`config.mk`:
```
export PLATFORM = sky130hd
export DESIGN_NAME = dsc_config_regs
export DESIGN_NICKNAME = d
export VERILOG_FILES = /design/src/dsc_pkg.sv /design/src/dsc_msb_once.sv /design/src/dsc_config_regs.sv
export SDC_FILE = /design/constraint.sdc
export NUM_CORES = 1
export LEC_CHECK = 0
export ABC_CLOCK_PERIOD_IN_PS = 6000
export BUFFER_PORTS_ARGS = -buffer_cell sky130_fd_sc_hd__buf_2
export CORE_MARGIN = 2
export CORE_UTILIZATION = 50
export DETAILED_ROUTE_END_ITERATION = 12
export PLACE_DENSITY = 0.69
export SLEW_MARGIN = 25
export SYNTH_ARGS = -nofsm -noshare
export SYNTH_HDL_FRONTEND = slang
export SYNTH_SLANG_ARGS = --single-unit
```
`constraint.sdc`:
```
create_clock -name clock -period 6 [get_ports clock]
set_input_delay 0.9 -clock clock [delete_from_list [all_inputs] [get_ports clock]]
set_output_delay 0.9 -clock clock [all_outputs]
set_load 0.01 [all_outputs]
```
`src/dsc_pkg.sv`:
```
package dsc_pkg;

  // Register indices on the serial register port.
  localparam logic [4:0] DSC_ADDR_OFFSET_A_HIGH   = 5'h12;
  localparam logic [4:0] DSC_ADDR_OFFSET_B_HIGH   = 5'h13;
  localparam logic [4:0] DSC_ADDR_HOST_SAMPLE_LOW = 5'h14;
  localparam logic [4:0] DSC_ADDR_HOST_SAMPLE_HI  = 5'h15;
  localparam logic [4:0] DSC_ADDR_DATAPATH_TRIG   = 5'h16;
  localparam logic [4:0] DSC_ADDR_FIFO_TRIG       = 5'h17;
  localparam logic [4:0] DSC_ADDR_FIFO_START      = 5'h18;
  localparam logic [4:0] DSC_ADDR_SPARE_A         = 5'h19;
  localparam logic [4:0] DSC_ADDR_POWER_PAD       = 5'h1a;
  localparam logic [4:0] DSC_ADDR_COARSE_SCALE    = 5'h1b;
  localparam logic [4:0] DSC_ADDR_SPARE_B         = 5'h1c;
  localparam logic [4:0] DSC_ADDR_SPARE_C         = 5'h1d;

  // Values after reset.
  localparam logic [7:0] DSC_RST_OFFSET_HIGH   = 8'h00;
  localparam logic [7:0] DSC_RST_HOST_SAMPLE   = 8'h00;
  localparam logic [7:0] DSC_RST_DATAPATH_TRIG = 8'h15;
  localparam logic [7:0] DSC_RST_FIFO_TRIG     = 8'h15;
  localparam logic [7:0] DSC_RST_FIFO_START    = 8'h80;
  localparam logic [7:0] DSC_RST_POWER_PAD     = 8'h0e;
  localparam logic [7:0] DSC_RST_COARSE_SCALE  = 8'hff;

  // Field positions (lowest bit of each field).
  localparam int DSC_POS_OSC_ACCUM   = 6;
  localparam int DSC_POS_OSC_LOAD    = 4;
  localparam int DSC_POS_CORR_LOAD   = 2;
  localparam int DSC_POS_OFFSET_LOAD = 0;
  localparam int DSC_POS_FIFO_SEL    = 3;
  localparam int DSC_POS_AFLAG       = 2;
  localparam int DSC_POS_FIFO_START  = 4;
  localparam int DSC_POS_THRESHOLD   = 7;
  localparam int DSC_POS_SLEEP_B     = 5;
  localparam int DSC_POS_SLEEP_A     = 4;
  localparam int DSC_POS_BIAS_A      = 3;
  localparam int DSC_POS_BIAS_B      = 2;
  localparam int DSC_POS_COARSE_A    = 4;
  localparam int DSC_POS_COARSE_B    = 0;

  // FIFO sync source codes.
  localparam logic [2:0] DSC_FIFO_TX_PIN    = 3'h0;
  localparam logic [2:0] DSC_FIFO_SYNC_PIN  = 3'h1;
  localparam logic [2:0] DSC_FIFO_SERIAL    = 3'h2;
  localparam logic [2:0] DSC_FIFO_FIRST_A   = 3'h4;
  localparam logic [2:0] DSC_FIFO_FIRST_B   = 3'h5;
  localparam logic [2:0] DSC_FIFO_ALWAYS_ON = 3'h7;

  // Datapath sync choice shared by the four selector fields.
  typedef enum logic [1:0] {
    DSC_TRIG_TX_GATE,
    DSC_TRIG_FRAME_SYNC,
    DSC_TRIG_SERIAL,
    DSC_TRIG_NEVER
  } dsc_trig_t;

  typedef struct packed {
    logic       write;
    logic       read;
    logic [4:0] addr;
    logic [7:0] wdata;
  } dsc_reg_req_t;

  typedef struct packed {
    logic tx_gate;
    logic frame_sync;
    logic serial_trigger;
  } dsc_sync_in_t;

endpackage

```
`src/dsc_msb_once.sv`:
```
`timescale 1ns/1ps
// Fires once on the first change of an input MSB, then stays quiet until re-armed.
module dsc_msb_once
  import dsc_pkg::*;
(
  // Clock and reset.
  input  wire logic clock,
  input  wire logic reset_n,
  // Control and data.
  input  wire logic rearm,
  input  wire logic msb,
  // Result.
  output logic      fire
);

  logic last;
  logic primed;
  logic armed;

  always_ff @(posedge clock) begin
    if (!reset_n) begin
      last   <= 1'b0;
      primed <= 1'b0;
    end else begin
      last   <= msb;
      primed <= 1'b1;
    end
  end

  // A re-arm in the same cycle as a transition wins, so the next change fires again.
  always_ff @(posedge clock) begin
    if (!reset_n) begin
      armed <= 1'b1;
      fire  <= 1'b0;
    end else begin
      fire  <= armed && primed && (msb != last) && !rearm;
      if (rearm) begin
        armed <= 1'b1;
      end else if (primed && (msb != last)) begin
        armed <= 1'b0;
      end
    end
  end

endmodule

```
`src/dsc_config_regs.sv`:
```
`timescale 1ns/1ps
// Summary of operation
// Register 0x12 low five bits are channel A offset bits 12:8.
// Register 0x13 low five bits are channel B offset bits 12:8.
// Each channel's offset is added to its sample stream in converter LSBs.
// Host sample is 0x15 bits as 15:8 over 0x14 bits as 7:0.
// With host-sample enable, the host sample feeds both channels as two's complement.
// 0x16 bits 7:6 pick the oscillator accumulator sync event.
// 0x16 bits 5:4 pick the oscillator register transfer event.
// 0x16 bits 3:2 pick the gain and phase correction load event.
// 0x16 bits 1:0 pick the offset correction load event.
// 0x17 bits 5:3 pick the FIFO sync source among six codes; codes 3 and 6 never sync.
// First-MSB-transition FIFO sync fires once until reset or a write of a different code to the field.
// 0x17 bit 2 picks opposite-port MSB or transmit-gate rising edge as A mark.
// Each FIFO sync loads 0x18 bits 7:4 into the FIFO output position counter.
// 0x1A bit 5 puts channel B to sleep.
// 0x1A bit 4 sleeps channel A and forces channel B asleep too.
// Clearing 0x1A bits 3 and 2 enables the bias filters; both reset high.
// Software writes one to 0x1A bit 1 and zero to bit 0.
// 0x1B nibbles scale full-scale current in 16 steps; both reset to ones.
// 0x1A bit 7 selects 3.3 V pads at zero and 1.8 V pads at one.
// Offsets reach the datapath only on their sync; 0x19, 0x1C, 0x1D read zero.
module dsc_config_regs
  import dsc_pkg::*;
(
  // Clock and reset.
  input  wire logic         clock,
  input  wire logic         reset_n,
  // Register port from the serial interface.
  input  wire dsc_reg_req_t reg_req,
  output logic [7:0]        reg_rdata,
  output logic              reg_rvalid,
  // Sync sources after the FIFO and from the serial port.
  input  wire dsc_sync_in_t sync_in,
  // Pins feeding the FIFO sync choice.
  input  wire logic         transmit_gate,
  input  wire logic         frame_sync_pin,
  input  wire logic         port_a_msb,
  input  wire logic         port_b_msb,
  // Sample datapath.
  input  wire logic         host_sample_enable,
  input  wire logic [7:0]   offset_a_low,
  input  wire logic [7:0]   offset_b_low,
  input  wire logic [15:0]  sample_a_in,
  input  wire logic [15:0]  sample_b_in,
  output logic [15:0]       sample_a_out,
  output logic [15:0]       sample_b_out,
  // Sync and load strobes.
  output logic              osc_accum_sync,
  output logic              osc_reg_load,
  output logic              correction_load,
  output logic              offset_load,
  output logic              fifo_sync,
  output logic [3:0]        fifo_out_position,
  output logic              channel_a_mark,
  // Power and pad controls.
  output logic              input_threshold_select,
  output logic              sleep_a,
  output logic              sleep_b,
  output logic              bias_filter_a_on,
  output logic              bias_filter_b_on,
  output logic [4:0]        full_scale_steps_a,
  output logic [4:0]        full_scale_steps_b
);

  logic [7:0]  offset_a_high;
  logic [7:0]  offset_b_high;
  logic [7:0]  host_sample_low;
  logic [7:0]  host_sample_high;
  logic [7:0]  datapath_trigger_select;
  logic [7:0]  fifo_trigger_select;
  logic [7:0]  fifo_start_position;
  logic [7:0]  power_and_pad_control;
  logic [7:0]  coarse_current_scale;
  logic [12:0] offset_a_active;
  logic [12:0] offset_b_active;
  logic [7:0]  next_rdata;
  logic [2:0]  fifo_sel;
  logic        fifo_rearm;
  logic        first_a_fire;
  logic        first_b_fire;
  logic        fifo_sync_evt;
  logic        offset_evt;
  logic        tx_gate_last;
  logic [15:0] host_word;
  logic [15:0] next_a;
  logic [15:0] next_b;

  function automatic logic pick_trigger(input logic [1:0] sel, input dsc_sync_in_t s);
    case (dsc_trig_t'(sel))
      DSC_TRIG_TX_GATE:    pick_trigger = s.tx_gate;
      DSC_TRIG_FRAME_SYNC: pick_trigger = s.frame_sync;
      DSC_TRIG_SERIAL:     pick_trigger = s.serial_trigger;
      default:             pick_trigger = 1'b0;
    endcase
  endfunction

  // Saturating add keeps a large offset from wrapping a full-scale sample to the other rail.
  function automatic logic [15:0] add_offset(input logic [15:0] s, input logic [12:0] o);
    logic [16:0] sum;
    sum = {s[15], s} + {{4{o[12]}}, o};
    if (sum[16] != sum[15]) begin
      add_offset = sum[16] ? 16'h8000 : 16'h7fff;
    end else begin
      add_offset = sum[15:0];
    end
  endfunction

  assign fifo_sel   = fifo_trigger_select[DSC_POS_FIFO_SEL +: 3];
  assign host_word  = {host_sample_high, host_sample_low};
  assign offset_evt = pick_trigger(datapath_trigger_select[DSC_POS_OFFSET_LOAD +: 2], sync_in);
  // Only a write of a different code re-arms the one-shot sources.
  assign fifo_rearm = reg_req.write && (reg_req.addr == DSC_ADDR_FIFO_TRIG)
                      && (reg_req.wdata[DSC_POS_FIFO_SEL +: 3] != fifo_sel);

  // Register writes. Spare locations hold nothing and always read zero.
  always_ff @(posedge clock) begin
    if (!reset_n) begin
      offset_a_high           <= DSC_RST_OFFSET_HIGH;
      offset_b_high           <= DSC_RST_OFFSET_HIGH;
      host_sample_low         <= DSC_RST_HOST_SAMPLE;
      host_sample_high        <= DSC_RST_HOST_SAMPLE;
      datapath_trigger_select <= DSC_RST_DATAPATH_TRIG;
      fifo_trigger_select     <= DSC_RST_FIFO_TRIG;
      fifo_start_position     <= DSC_RST_FIFO_START;
      power_and_pad_control   <= DSC_RST_POWER_PAD;
      coarse_current_scale    <= DSC_RST_COARSE_SCALE;
    end else if (reg_req.write) begin
      if (reg_req.addr == DSC_ADDR_OFFSET_A_HIGH) begin
        offset_a_high <= reg_req.wdata;
      end else if (reg_req.addr == DSC_ADDR_OFFSET_B_HIGH) begin
        offset_b_high <= reg_req.wdata;
      end else if (reg_req.addr == DSC_ADDR_HOST_SAMPLE_LOW) begin
        host_sample_low <= reg_req.wdata;
      end else if (reg_req.addr == DSC_ADDR_HOST_SAMPLE_HI) begin
        host_sample_high <= reg_req.wdata;
      end else if (reg_req.addr == DSC_ADDR_DATAPATH_TRIG) begin
        datapath_trigger_select <= reg_req.wdata;
      end else if (reg_req.addr == DSC_ADDR_FIFO_TRIG) begin
        fifo_trigger_select <= reg_req.wdata;
      end else if (reg_req.addr == DSC_ADDR_FIFO_START) begin
        fifo_start_position <= reg_req.wdata;
      end else if (reg_req.addr == DSC_ADDR_POWER_PAD) begin
        // Bits 1:0 are stored as written; software must leave them at one and zero.
        power_and_pad_control <= reg_req.wdata;
      end else if (reg_req.addr == DSC_ADDR_COARSE_SCALE) begin
        coarse_current_scale <= reg_req.wdata;
      end
    end
  end

  always_comb begin
    next_rdata = 8'h00;
    if (reg_req.addr == DSC_ADDR_OFFSET_A_HIGH) begin
      next_rdata = offset_a_high;
    end else if (reg_req.addr == DSC_ADDR_OFFSET_B_HIGH) begin
      next_rdata = offset_b_high;
    end else if (reg_req.addr == DSC_ADDR_HOST_SAMPLE_LOW) begin
      next_rdata = host_sample_low;
    end else if (reg_req.addr == DSC_ADDR_HOST_SAMPLE_HI) begin
      next_rdata = host_sample_high;
    end else if (reg_req.addr == DSC_ADDR_DATAPATH_TRIG) begin
      next_rdata = datapath_trigger_select;
    end else if (reg_req.addr == DSC_ADDR_FIFO_TRIG) begin
      next_rdata = fifo_trigger_select;
    end else if (reg_req.addr == DSC_ADDR_FIFO_START) begin
      next_rdata = fifo_start_position;
    end else if (reg_req.addr == DSC_ADDR_POWER_PAD) begin
      next_rdata = power_and_pad_control;
    end else if (reg_req.addr == DSC_ADDR_COARSE_SCALE) begin
      next_rdata = coarse_current_scale;
    end
  end

  always_ff @(posedge clock) begin
    if (!reset_n) begin
      reg_rdata  <= 8'h00;
      reg_rvalid <= 1'b0;
    end else begin
      reg_rvalid <= reg_req.read;
      if (reg_req.read) begin
        reg_rdata <= next_rdata;
      end
    end
  end

  // Offsets held in the active copy so a half-written pair never reaches the samples.
  always_ff @(posedge clock) begin
    if (!reset_n) begin
      offset_a_active <= 13'h0000;
      offset_b_active <= 13'h0000;
    end else if (offset_evt) begin
      offset_a_active <= {offset_a_high[4:0], offset_a_low};
      offset_b_active <= {offset_b_high[4:0], offset_b_low};
    end
  end

  assign next_a = host_sample_enable ? host_word : sample_a_in;
  assign next_b = host_sample_enable ? host_word : sample_b_in;

  always_ff @(posedge clock) begin
    if (!reset_n) begin
      sample_a_out <= 16'h0000;
      sample_b_out <= 16'h0000;
    end else begin
      sample_a_out <= add_offset(next_a, offset_a_active);
      sample_b_out <= add_offset(next_b, offset_b_active);
    end
  end

  always_ff @(posedge clock) begin
    if (!reset_n) begin
      osc_accum_sync  <= 1'b0;
      osc_reg_load    <= 1'b0;
      correction_load <= 1'b0;
      offset_load     <= 1'b0;
    end else begin
      osc_accum_sync  <= pick_trigger(datapath_trigger_select[DSC_POS_OSC_ACCUM +: 2], sync_in);
      osc_reg_load    <= pick_trigger(datapath_trigger_select[DSC_POS_OSC_LOAD +: 2], sync_in);
      correction_load <= pick_trigger(datapath_trigger_select[DSC_POS_CORR_LOAD +: 2], sync_in);
      offset_load     <= offset_evt;
    end
  end

  dsc_msb_once u_first_a (
    .clock   (clock),
    .reset_n (reset_n),
    .rearm   (fifo_rearm),
    .msb     (port_a_msb),
    .fire    (first_a_fire)
  );

  dsc_msb_once u_first_b (
    .clock   (clock),
    .reset_n (reset_n),
    .rearm   (fifo_rearm),
    .msb     (port_b_msb),
    .fire    (first_b_fire)
  );

  always_comb begin
    case (fifo_sel)
      DSC_FIFO_TX_PIN:    fifo_sync_evt = transmit_gate;
      DSC_FIFO_SYNC_PIN:  fifo_sync_evt = frame_sync_pin;
      DSC_FIFO_SERIAL:    fifo_sync_evt = sync_in.serial_trigger;
      DSC_FIFO_FIRST_A:   fifo_sync_evt = first_a_fire;
      DSC_FIFO_FIRST_B:   fifo_sync_evt = first_b_fire;
      DSC_FIFO_ALWAYS_ON: fifo_sync_evt = 1'b1;
      default:            fifo_sync_evt = 1'b0;
    endcase
  end

  always_ff @(posedge clock) begin
    if (!reset_n) begin
      fifo_sync         <= 1'b0;
      fifo_out_position <= 4'h0;
    end else begin
      fifo_sync <= fifo_sync_evt;
      if (fifo_sync_evt) begin
        fifo_out_position <= fifo_start_position[DSC_POS_FIFO_START +: 4];
      end else begin
        fifo_out_position <= fifo_out_position + 4'h1;
      end
    end
  end

  // The A mark uses the port opposite the data, so in the opposite-MSB mode port B marks A.
  always_ff @(posedge clock) begin
    if (!reset_n) begin
      tx_gate_last   <= 1'b0;
      channel_a_mark <= 1'b0;
    end else begin
      tx_gate_last <= transmit_gate;
      if (fifo_trigger_select[DSC_POS_AFLAG]) begin
        channel_a_mark <= port_b_msb;
      end else begin
        channel_a_mark <= transmit_gate && !tx_gate_last;
      end
    end
  end

  always_ff @(posedge clock) begin
    if (!reset_n) begin
      input_threshold_select <= 1'b0;
      sleep_a                <= 1'b0;
      sleep_b                <= 1'b0;
      bias_filter_a_on       <= 1'b0;
      bias_filter_b_on       <= 1'b0;
      full_scale_steps_a     <= 5'h10;
      full_scale_steps_b     <= 5'h10;
    end else begin
      input_threshold_select <= power_and_pad_control[DSC_POS_THRESHOLD];
      sleep_a                <= power_and_pad_control[DSC_POS_SLEEP_A];
      sleep_b                <= power_and_pad_control[DSC_POS_SLEEP_B]
                                || power_and_pad_control[DSC_POS_SLEEP_A];
      bias_filter_a_on       <= !power_and_pad_control[DSC_POS_BIAS_A];
      bias_filter_b_on       <= !power_and_pad_control[DSC_POS_BIAS_B];
      full_scale_steps_a     <= {1'b0, coarse_current_scale[DSC_POS_COARSE_A +: 4]} + 5'h01;
      full_scale_steps_b     <= {1'b0, coarse_current_scale[DSC_POS_COARSE_B +: 4]} + 5'h01;
    end
  end

  // Checks. Helper flag tracks a one-shot FIFO sync that has already fired.
  logic once_seen;

  always_ff @(posedge clock) begin
    if (!reset_n) begin
      once_seen <= 1'b0;
    end else if (fifo_rearm) begin
      once_seen <= 1'b0;
    end else if ((fifo_sel == DSC_FIFO_FIRST_A || fifo_sel == DSC_FIFO_FIRST_B) && fifo_sync_evt) begin
      once_seen <= 1'b1;
    end
  end
endmodule

```
==> Yosys cells after proc, flatten, opt, wreduce, memory -nomap -nowiden <==
Cells that the tools add are included.
{ "totals": {"regBits": 172, "latch_bits": 0, "ramBits": 0, "mem_bits_ro": 0, "input_bits": 73, "elab_cells": 132, "memories": 0} }
{ "classes": {"addsub": 5, "n_mul": 0, "n_div": 0, "order_cmp": 0, "n_eq_ne": 27, "shift": 0, "n_mux": 23, "bitwise_logic": 9, "n_reduce_logical": 31} }
{ "op_table": {"columns": ["cell", "count"], "rows": [
  ["16-bit 2-to-1 mux", 6],
  ["8-bit 2-to-1 mux", 9],
  ["5-bit == test, second input constant", 9],
  ["16-bit by 13-bit adder with 17-bit output", 2],
  ["1-bit one-hot mux with 3 select lines", 4],
  ["1-bit logical AND", 11],
  ["4-bit by 1-bit adder with 5-bit output, second input constant", 2],
  ["10-bit AND reduction", 1],
  ["3-bit == test, second input constant", 3],
  ["1-bit inverter", 9],
  ["9-bit AND reduction", 1],
  ["2-bit by 1-bit == test with 1-bit output, second input constant", 4],
  ["2-bit == test, second input constant", 4],
  ["2-bit zero test", 4],
  ["8-bit AND reduction", 1],
  ["7-bit AND reduction", 1],
  ["1-bit one-hot mux with 6 select lines", 1],
  ["6-bit AND reduction", 1],
  ["5-bit AND reduction", 1],
  ["4-bit by 1-bit adder with 4-bit output, second input constant", 1],
  ["1-bit zero test", 4],
  ["4-bit 2-to-1 mux", 1],
  ["1-bit inequality test", 4],
  ["4-bit AND reduction", 1],
  ["other kinds (9)", 10]
]} }

==> Logic depth before layout (Yosys ltp) <==
Gate-level depths: netlist of the first run.
{ "logic_depth": {"word_depth": 10, "mapped_depth": 14} }

==> Hierarchy <==
A second synthesis of the first run with hierarchy kept.
{ "unflattened": {"hier_cells": 1025, "area_unflattened_um2": 9001.1} }
{ "modules_own_cells": {"columns": ["mod", "instances", "cells_each", "area_per_inst_um2", "seq_area_each_um2"], "rows": [
  ["dsc_config_regs", 1, 1003, 8730.9, 3303.2],
  ["dsc_msb_once", 2, 11, 135.1, 80.1]
]} }

==> Worst setup path before layout of the first run <==
OpenSTA, ideal clock, no wires.
{ "synth_timing": {"path_type": "input port to flip-flop", "from": "input host_sample_enable", "to": "register sample_b_out[7]", "setup_time_ps": 130, "arrival_ps": 3491, "t_required_ps": 5870, "slack_ps": 2378, "cell_stages": 13, "cell_sequence": "clkbuf_1 > clkbuf_1 > nand2_1 > o21ai_0 > ha_1 > a21o_1 > a211o_1 > o211ai_2 > nand3_2 > or4b_4 > o211ai_4 > buf_6 > o22ai_1"} }
{ "synth_between": {"elab_chain_cells": 4} }
{ "synth_lines": {"columns": ["item", "line", "rtl"], "rows": [
  ["start: declaration", "dsc_config_regs.sv:41", "input wire logic host_sample_enable,"],
  ["16-bit 2-to-1 mux *", "dsc_config_regs.sv:199", "assign next_b = host_sample_enable ? host_word : sample_b_in;"],
  ["16-bit by 13-bit adder with 17-bit output *", "dsc_config_regs.sv:101", "sum = {s[15], s} + {{4{o[12]}}, o};"],
  ["16-bit 2-to-1 mux / 1-bit inequality test (equally long branches)", "dsc_config_regs.sv:103, dsc_config_regs.sv:102", null],
  ["16-bit 2-to-1 mux *", "dsc_config_regs.sv:102", "if (sum[16] != sum[15]) begin"],
  ["end signal: assignment", "dsc_config_regs.sv:207", "sample_b_out <= add_offset(next_b, offset_b_active);"],
  ["end: declaration", "dsc_config_regs.sv:47", "output logic [15:0] sample_b_out,"]
]} }
Mark *: on every way between the ends. The rest lies on a longest branch, timed or not.
A chain may end at the register's enable or synchronous reset.

==> Worst setup path after layout of the first run <==
{ "layout_timing": {"from": "input host_sample_enable", "to": "register sample_b_out[13]"} }
The elaborated chain is that of the path after synthesis.

==> results.txt, run 1 <==
Status -> complete, no violations
Critical path's most frequent cell -> o21a_1
Core Area -> 0.0165 mm2
Clk Latency, worst-skew pair -> 0.42 ns
Initial DRC count -> 509
Number of synthesized flops with an enable pin -> 0
First-pass GRT wire length -> 33.9 mm
CTS tree -> built
Final setup vio count -> 0
Met1 WL -> 10.5 mm
CTS Root Cell -> clkbuf_16
Min-Delay Path Depth -> 2
Metal2 WL -> 9.73 mm
TNS Setup -> 0 ns
Worst path required time -> 6.26 ns
Initial Util -> 50.7%
Clock Pin Slew Worst Setup and Hold Paths -> 0.07 ns
Number of synthesis warnings -> 0
GP Congestion -> 0.891
Post_cts resized -> 0
CTS Hold Bufs -> 0
VDD IR max -> 0.207 mV
PwrDens -> 265 mW/mm2
Hold-critical path endpoint -> u_first_a.fire
Final slew viol count -> 0
Max Cap Violations -> 0
Synth async-reset ratio -> 0%
Flop-to-flop setup slack -> 2.80 ns
Site Rows -> 47
Largest net degree at the start of global routing -> 93
Clk sinks -> 172
CTS buffer count -> 17
Sequential fraction of the synthesis area -> 41.2%
Cells after Synth -> 971
Grt ovf -> 0
Max FO, Critical Path -> 48
Critical path endpoint category -> flip-flop
Flops & latches, synth -> 172
Total power -> 2590 uW
Post-Syn Area -> 0.00835 mm2
Die X-Extent -> 133 um
Port bufs -> 138
Post-Route WL -> 21.5 mm
Uppermost layer routed -> met4
FMAX -> 259 MHz
Initial antenna violation count -> 0
Dpl hpwl -> 15.3 mm
Vias per cell -> 5.42
Vias in the first global route -> 6463
Wire length on met3 -> 999 um
Worst-Margin Slew -> 0.998 ns
Tmin final -> 3.86 ns
Drt first pass iters -> 5
CP max stage cell -> mux2i_2
Arr. time, crit path -> 4.12 ns
Synth cell types -> 66
Die area -> 0.0177 mm2
Critical-path cell list -> buf_2 -> nand2_1 -> o21a_1 -> inv_1 -> ha_1 -> a21o_1 -> a21oi_1 -> o21a_1 -> o21ai_2 -> a211oi_1 -> mux2i_2 -> a31oi_1
Routed len/inst -> 16.4 um
Area delta synth->final -> 17.0%
Final Hold Violating Endpoints -> 0
Post-Syn Nets -> 1081
Die Span Y -> 133 um
Ports -> 139
Static Leak -> 0.00448 uW
CTS Buffer Depth -> 2
CP startpoint kind -> input port
Crit-path max cell delay -> 0.70 ns
Most common cell after layout, fill and taps aside -> dfxtp_1
H-Tree Depth -> 4
Antenna cell count -> 0
Final nets -> 1190
Period utilisation layout -> 64.3%
Avg Inst Size Synth -> 8.60 um2
Worst r2r src -> host_sample_low[1]
Hold Path Class -> flip-flop to flip-flop
Slew HR -> 33.5%
RSZ-0062 raised after global routing -> no
Clk_skew -> 0.00972 ns
ANT nets after route -> 0
Primary FF master, synth -> dfxtp_1
Post-CTS Setup Bufs -> 0
Hold path start -> u_first_a.armed
CP Class -> input port to flip-flop
Layout cells sized above 1 -> 18.2%
R2r worst-path depth -> 11
FF-to-FF End -> sample_b_out[13]
Vias -> 7107
Critical Path Start -> host_sample_enable
# DRC -> 0
Commonest cells after routing, fill and taps aside -> 172 x dfxtp_1, 138 x buf_2, 111 x nand2_1, 105 x nor2_1, 83 x mux2i_1
Total GRT Usage -> 24.2%
-- registers in the layout, indices dropped and copies added, names as in the netlist, 4 cells and up --
name                     count
sample_a_out                16
sample_b_out                16
offset_a_active             13
offset_b_active             13
coarse_current_scale         8
datapath_trigger_select      8
fifo_start_position          8
fifo_trigger_select          8
host_sample_high             8
host_sample_low              8
offset_a_high                8
offset_b_high                8
power_and_pad_control        8
reg_rdata                    8
full_scale_steps_a           5
full_scale_steps_b           5
fifo_out_position            4
-- report_power, final --
group | leakage, uW | total, uW | switching, uW | internal, uW
Sequential | 0.00140 | 1200 | 17.1 | 1180
Clock | 0.000283 | 1110 | 469 | 638
Combinational | 0.00280 | 283 | 169 | 113
-- per-stage QoR --
stage	hold slack (ns)	std cells	area (um2)	worst slack [ns]	utilization [%]
2_1_floorplan	0.412	971	8350	2.38	-
3_3_place_gp	0.430	1280	9150	1.68	55.6
3_5_place_dp	0.434	1281	9180	1.83	55.8
4_1_cts	0.444	1311	9770	2.22	59.3
5_1_grt	0.465	1311	9770	1.91	59.3
6_report	0.444	1311	9770	2.14	59.3
-- layer usage --
metal / global-route usage [%] / up-vias
met5: 0 / -
met4: 6.62 / 0
met3: 4.41 / 25
met2: 37.6 / 175
met1: 34.9 / 3314
li1: - / 3593
-- worst max-delay path by stage --
stage,slack [ns],to
final,2.14,sample_b_out[13]
after global routing,1.91,sample_b_out[13]
after CTS,2.22,sample_b_out[13]
after detailed placement,1.83,sample_b_out[13]
after global placement,1.68,sample_b_out[13]
after floorplan,2.38,sample_b_out[7]
-- critical path, delay by kind of cell --
kind | cells | cell delay (ns)
buf+inv | 2 | 0.58
simple gates | 1 | 0.16
mux | 1 | 0.70
fa+ha+maj | 1 | 0.22
compound gates | 7 | 1.55
-- kinds of logic (layout without fill, tap and decap cells) --
group	after synthesis	in the layout	synth area share (%)
and+or+nand+nor	309	309	16.4
muxes	91	91	11.7
adders and majority gates	37	37	5.73
buffers and inverters	107	227	5.04
DFF	172	172	41.2
xor gates and xnor gates	33	33	3.46
AOI/OAI and AO/OA	222	222	16.4
-- cell usage after synthesis, types with 3 or more instances --
| cell | count | area, um2 |
|---|---|---|
| dfxtp_1 | 172 | 3440 |
| nand2_1 | 111 | 417 |
| nor2_1 | 105 | 394 |
| mux2i_1 | 84 | 841 |
| o21ai_0 | 66 | 330 |
| a21oi_1 | 65 | 325 |
| inv_1 | 51 | 191 |
| clkbuf_1 | 43 | 161 |
| nand3_1 | 41 | 205 |
| ha_1 | 35 | 438 |
| xor2_1 | 20 | 175 |
| o22ai_1 | 15 | 93.8 |
| and2_1 | 13 | 81.3 |
| xnor2_1 | 13 | 114 |
| o21a_1 | 10 | 75.1 |
| buf_2 | 9 | 45.0 |
| nor3_1 | 9 | 45.0 |
| a21o_1 | 8 | 60.1 |
| nand2b_1 | 7 | 43.8 |
| a211oi_1 | 6 | 45.0 |
| a22oi_1 | 6 | 45.0 |
| a31oi_1 | 6 | 37.5 |
| mux4_2 | 5 | 113 |
| nor2b_1 | 5 | 31.3 |
| o211ai_1 | 5 | 37.5 |
| a211o_1 | 4 | 35.0 |
| a41oi_1 | 3 | 26.3 |
| o21bai_1 | 3 | 22.5 |
| o31ai_1 | 3 | 22.5 |
-- layout make-up --
class | count | area, um2
clock buffer | 19 | 453
clock inverter | 11 | 133
sequential | 172 | 3440
fill | 1505 | 6700
inverter | 52 | 196
tap | 220 | 275
timing repair buffer | 145 | 763
multi-input combinational | 692 | 4510
(Power assumes the default switching activity.)
==> run 2, diff against run 1 <==
- ABC_CLOCK_PERIOD_IN_PS: 6000 -> 3100
- PLACE_DENSITY: 0.69 -> 0.72
- clock period: 6 -> 3.1 ns (I/O delays scaled with it)
==> results.txt, run 2 (synthesized netlist as in run 1, its figures left out) <==
Status -> complete, no violations
Critical-path cell list -> buf_2 -> nand2_1 -> o21ai_0 -> ha_1 -> inv_1 -> fa_1 -> nand2b_1 -> a21oi_1 -> o21ai_0 -> a21oi_1 -> a2111oi_0 -> or3_2 -> a21oi_1
Hold path start -> port_a_msb
GP Congestion -> 0.962
CP max stage cell -> or3_2
Worst-Margin Slew -> 0.686 ns
CTS buffer count -> 17
# DRC -> 0
Clk_skew -> 0.0105 ns
Final setup vio count -> 0
Sequential standard cell area -> 0.00344 mm2
Period utilisation layout -> 90.5%
Combinational share of power -> 11.6%
CTS tree -> built
Post-route worst setup slack -> 0.295 ns
Worst r2r src -> host_sample_low[0]
Tmin final -> 2.81 ns
Post-Route WL -> 22.4 mm
Max Cap Violations -> 0
VDD IR max -> 0.408 mV
Critical path endpoint category -> flip-flop
Post_cts resized -> 0
Layout cells sized above 1 -> 22.1%
Die Span Y -> 133 um
CTS Hold Bufs -> 0
Grt ovf -> 0
Initial DRC count -> 558
Fillers -> 1414
Hold-critical path endpoint -> u_first_a.last
Antenna cell count -> 0
FMAX -> 356 MHz
Hold Path Class -> input port to flip-flop
R2r worst-path depth -> 12
Static Leak -> 0.00477 uW
Area of the multi-input gates -> 0.00450 mm2
CTS Root Cell -> clkbuf_16
Die area -> 0.0177 mm2
Commonest cells after routing, fill and taps aside -> 172 x dfxtp_1, 138 x buf_2, 111 x nand2_1, 105 x nor2_1, 84 x mux2i_1
Drt first pass iters -> 5
Final Hold Violating Endpoints -> 0
Post-layout utilization of the core -> 62.1%
Clk Latency, worst-skew pair -> 0.44 ns
Pint -> 3840 uW
DP Worst Slack -> -0.118 ns
Flop-to-flop setup slack -> 0.34 ns
CP startpoint kind -> input port
Clock power share -> 43.8%
Largest net degree at the start of global routing -> 97
Largest registers -> sample_a_out x16, sample_b_out x16
FF-to-FF End -> sample_b_out[14]
Slew HR -> 54.3%
Core Area -> 0.0165 mm2
Ports -> 139
Final nets -> 1244
Initial antenna violation count -> 0
CTS Buffer Depth -> 2
Area delta synth->final -> 22.5%
Clk sinks -> 172
H-Tree Depth -> 4
Final slew viol count -> 0
PwrDens -> 507 mW/mm2
Min-Delay Path Depth -> 2
RSZ-0062 raised after global routing -> no
Critical path's most frequent cell -> a21oi_1
ANT nets after route -> 0
CP Class -> input port to flip-flop
Site Rows -> 47
Routed len/inst -> 16.4 um
Vias per cell -> 5.50
Die X-Extent -> 133 um
Clock Pin Slew Worst Setup and Hold Paths -> 0.07 ns
Total GRT Usage -> 25.6%
First-pass GRT wire length -> 36.1 mm
Max FO, Critical Path -> 32
Vias in the first global route -> 7078
Crit-path max cell delay -> 0.45 ns
Post-CTS Setup Bufs -> 0
Initial Util -> 50.7%
Arr. time, crit path -> 3.17 ns
Switching Share -> 25.9%
Worst path required time -> 3.47 ns
Most common cell after layout, fill and taps aside -> dfxtp_1
Vias -> 7515
Flop pwr share -> 44.6%
Psw -> 1350 uW
Port bufs -> 138
Dpl hpwl -> 16.2 mm
run 2: cell types whose count changed in the layout (fill, tap and decap cells not counted), moves of 2 or more:
cell / delta
buf_4: +53
clkinv_8: +2
inv_6: -4
buf_12: +2
clkinvlp_4: +2
inv_8: +4
clkbuf_8: -2
run 2: worst max-delay path, delay by kind of cell:
kind / cells / cell delay, ns
adder cells (fa/ha/maj): 2 / 0.59
AO/OA/AOI/OAI: 6 / 0.93
AND/OR/NAND/NOR: 3 / 0.75
buffers and inverters: 2 / 0.45
run 2: through the flow:
| step | setup TNS [ns] | cell area [um2] | instances | hold WS, ns | total power, uW |
|---|---|---|---|---|---|
| 2_1_floorplan | 0 | 8350 | 971 | 0.412 | 2710 |
| 3_3_place_gp | 0 | 9590 | 1335 | 0.429 | 2950 |
| 3_5_place_dp | -1.60 | 9590 | 1335 | 0.433 | 2960 |
| 4_1_cts | 0 | 10200 | 1367 | 0.251 | 5220 |
| 5_1_grt | 0 | 10200 | 1367 | 0.266 | 5370 |
| 6_report | 0 | 10200 | 1367 | 0.258 | 5190 |
run 2: worst max path at each step:
stage	startpoint	endpoint	slack, ns	cells after the start
after floorplan	host_sample_enable	sample_b_out[7]	0.1	13
after global placement	host_sample_enable	sample_b_out[9]	0.004	13
after detailed placement	host_sample_enable	sample_b_out[14]	-0.12	13
after CTS	host_sample_enable	sample_b_out[14]	0.31	13
after global routing	host_sample_enable	sample_b_out[9]	0.04	13
final	host_sample_enable	sample_b_out[14]	0.29	13
run 2: layer usage:
layer  vias up  GRT usage (%)  part of all wire [%]
met5         -              0                     0
met4         0           9.22                   2.3
met3        39           4.72                   6.1
met2       256           39.6                    46
met1      3533           35.8                    46
li1       3687              -                     -
run 2: final cells by class:
cell class | count | share of cell area (%)
Tap cell | 220 | 2.69
Clock inverter | 14 | 2.02
Sequential cell | 172 | 33.7
Inverter | 52 | 1.92
Clock buffer | 18 | 4.20
Multi-Input combinational cell | 692 | 44.0
Timing Repair Buffer | 199 | 11.5
run 2: power groups by stage:
| stage | Sequential (uW) | Clock [uW] | Combinational, uW |
|---|---|---|---|
| 2_1_floorplan | 2380 | 0 | 333 |
| 3_5_place_dp | 2360 | 0 | 594 |
| 6_report | 2310 | 2270 | 602 |
| 3_3_place_gp | 2370 | 0 | 587 |
| 4_1_cts | 2310 | 2300 | 599 |
| 5_1_grt | 2320 | 2400 | 657 |
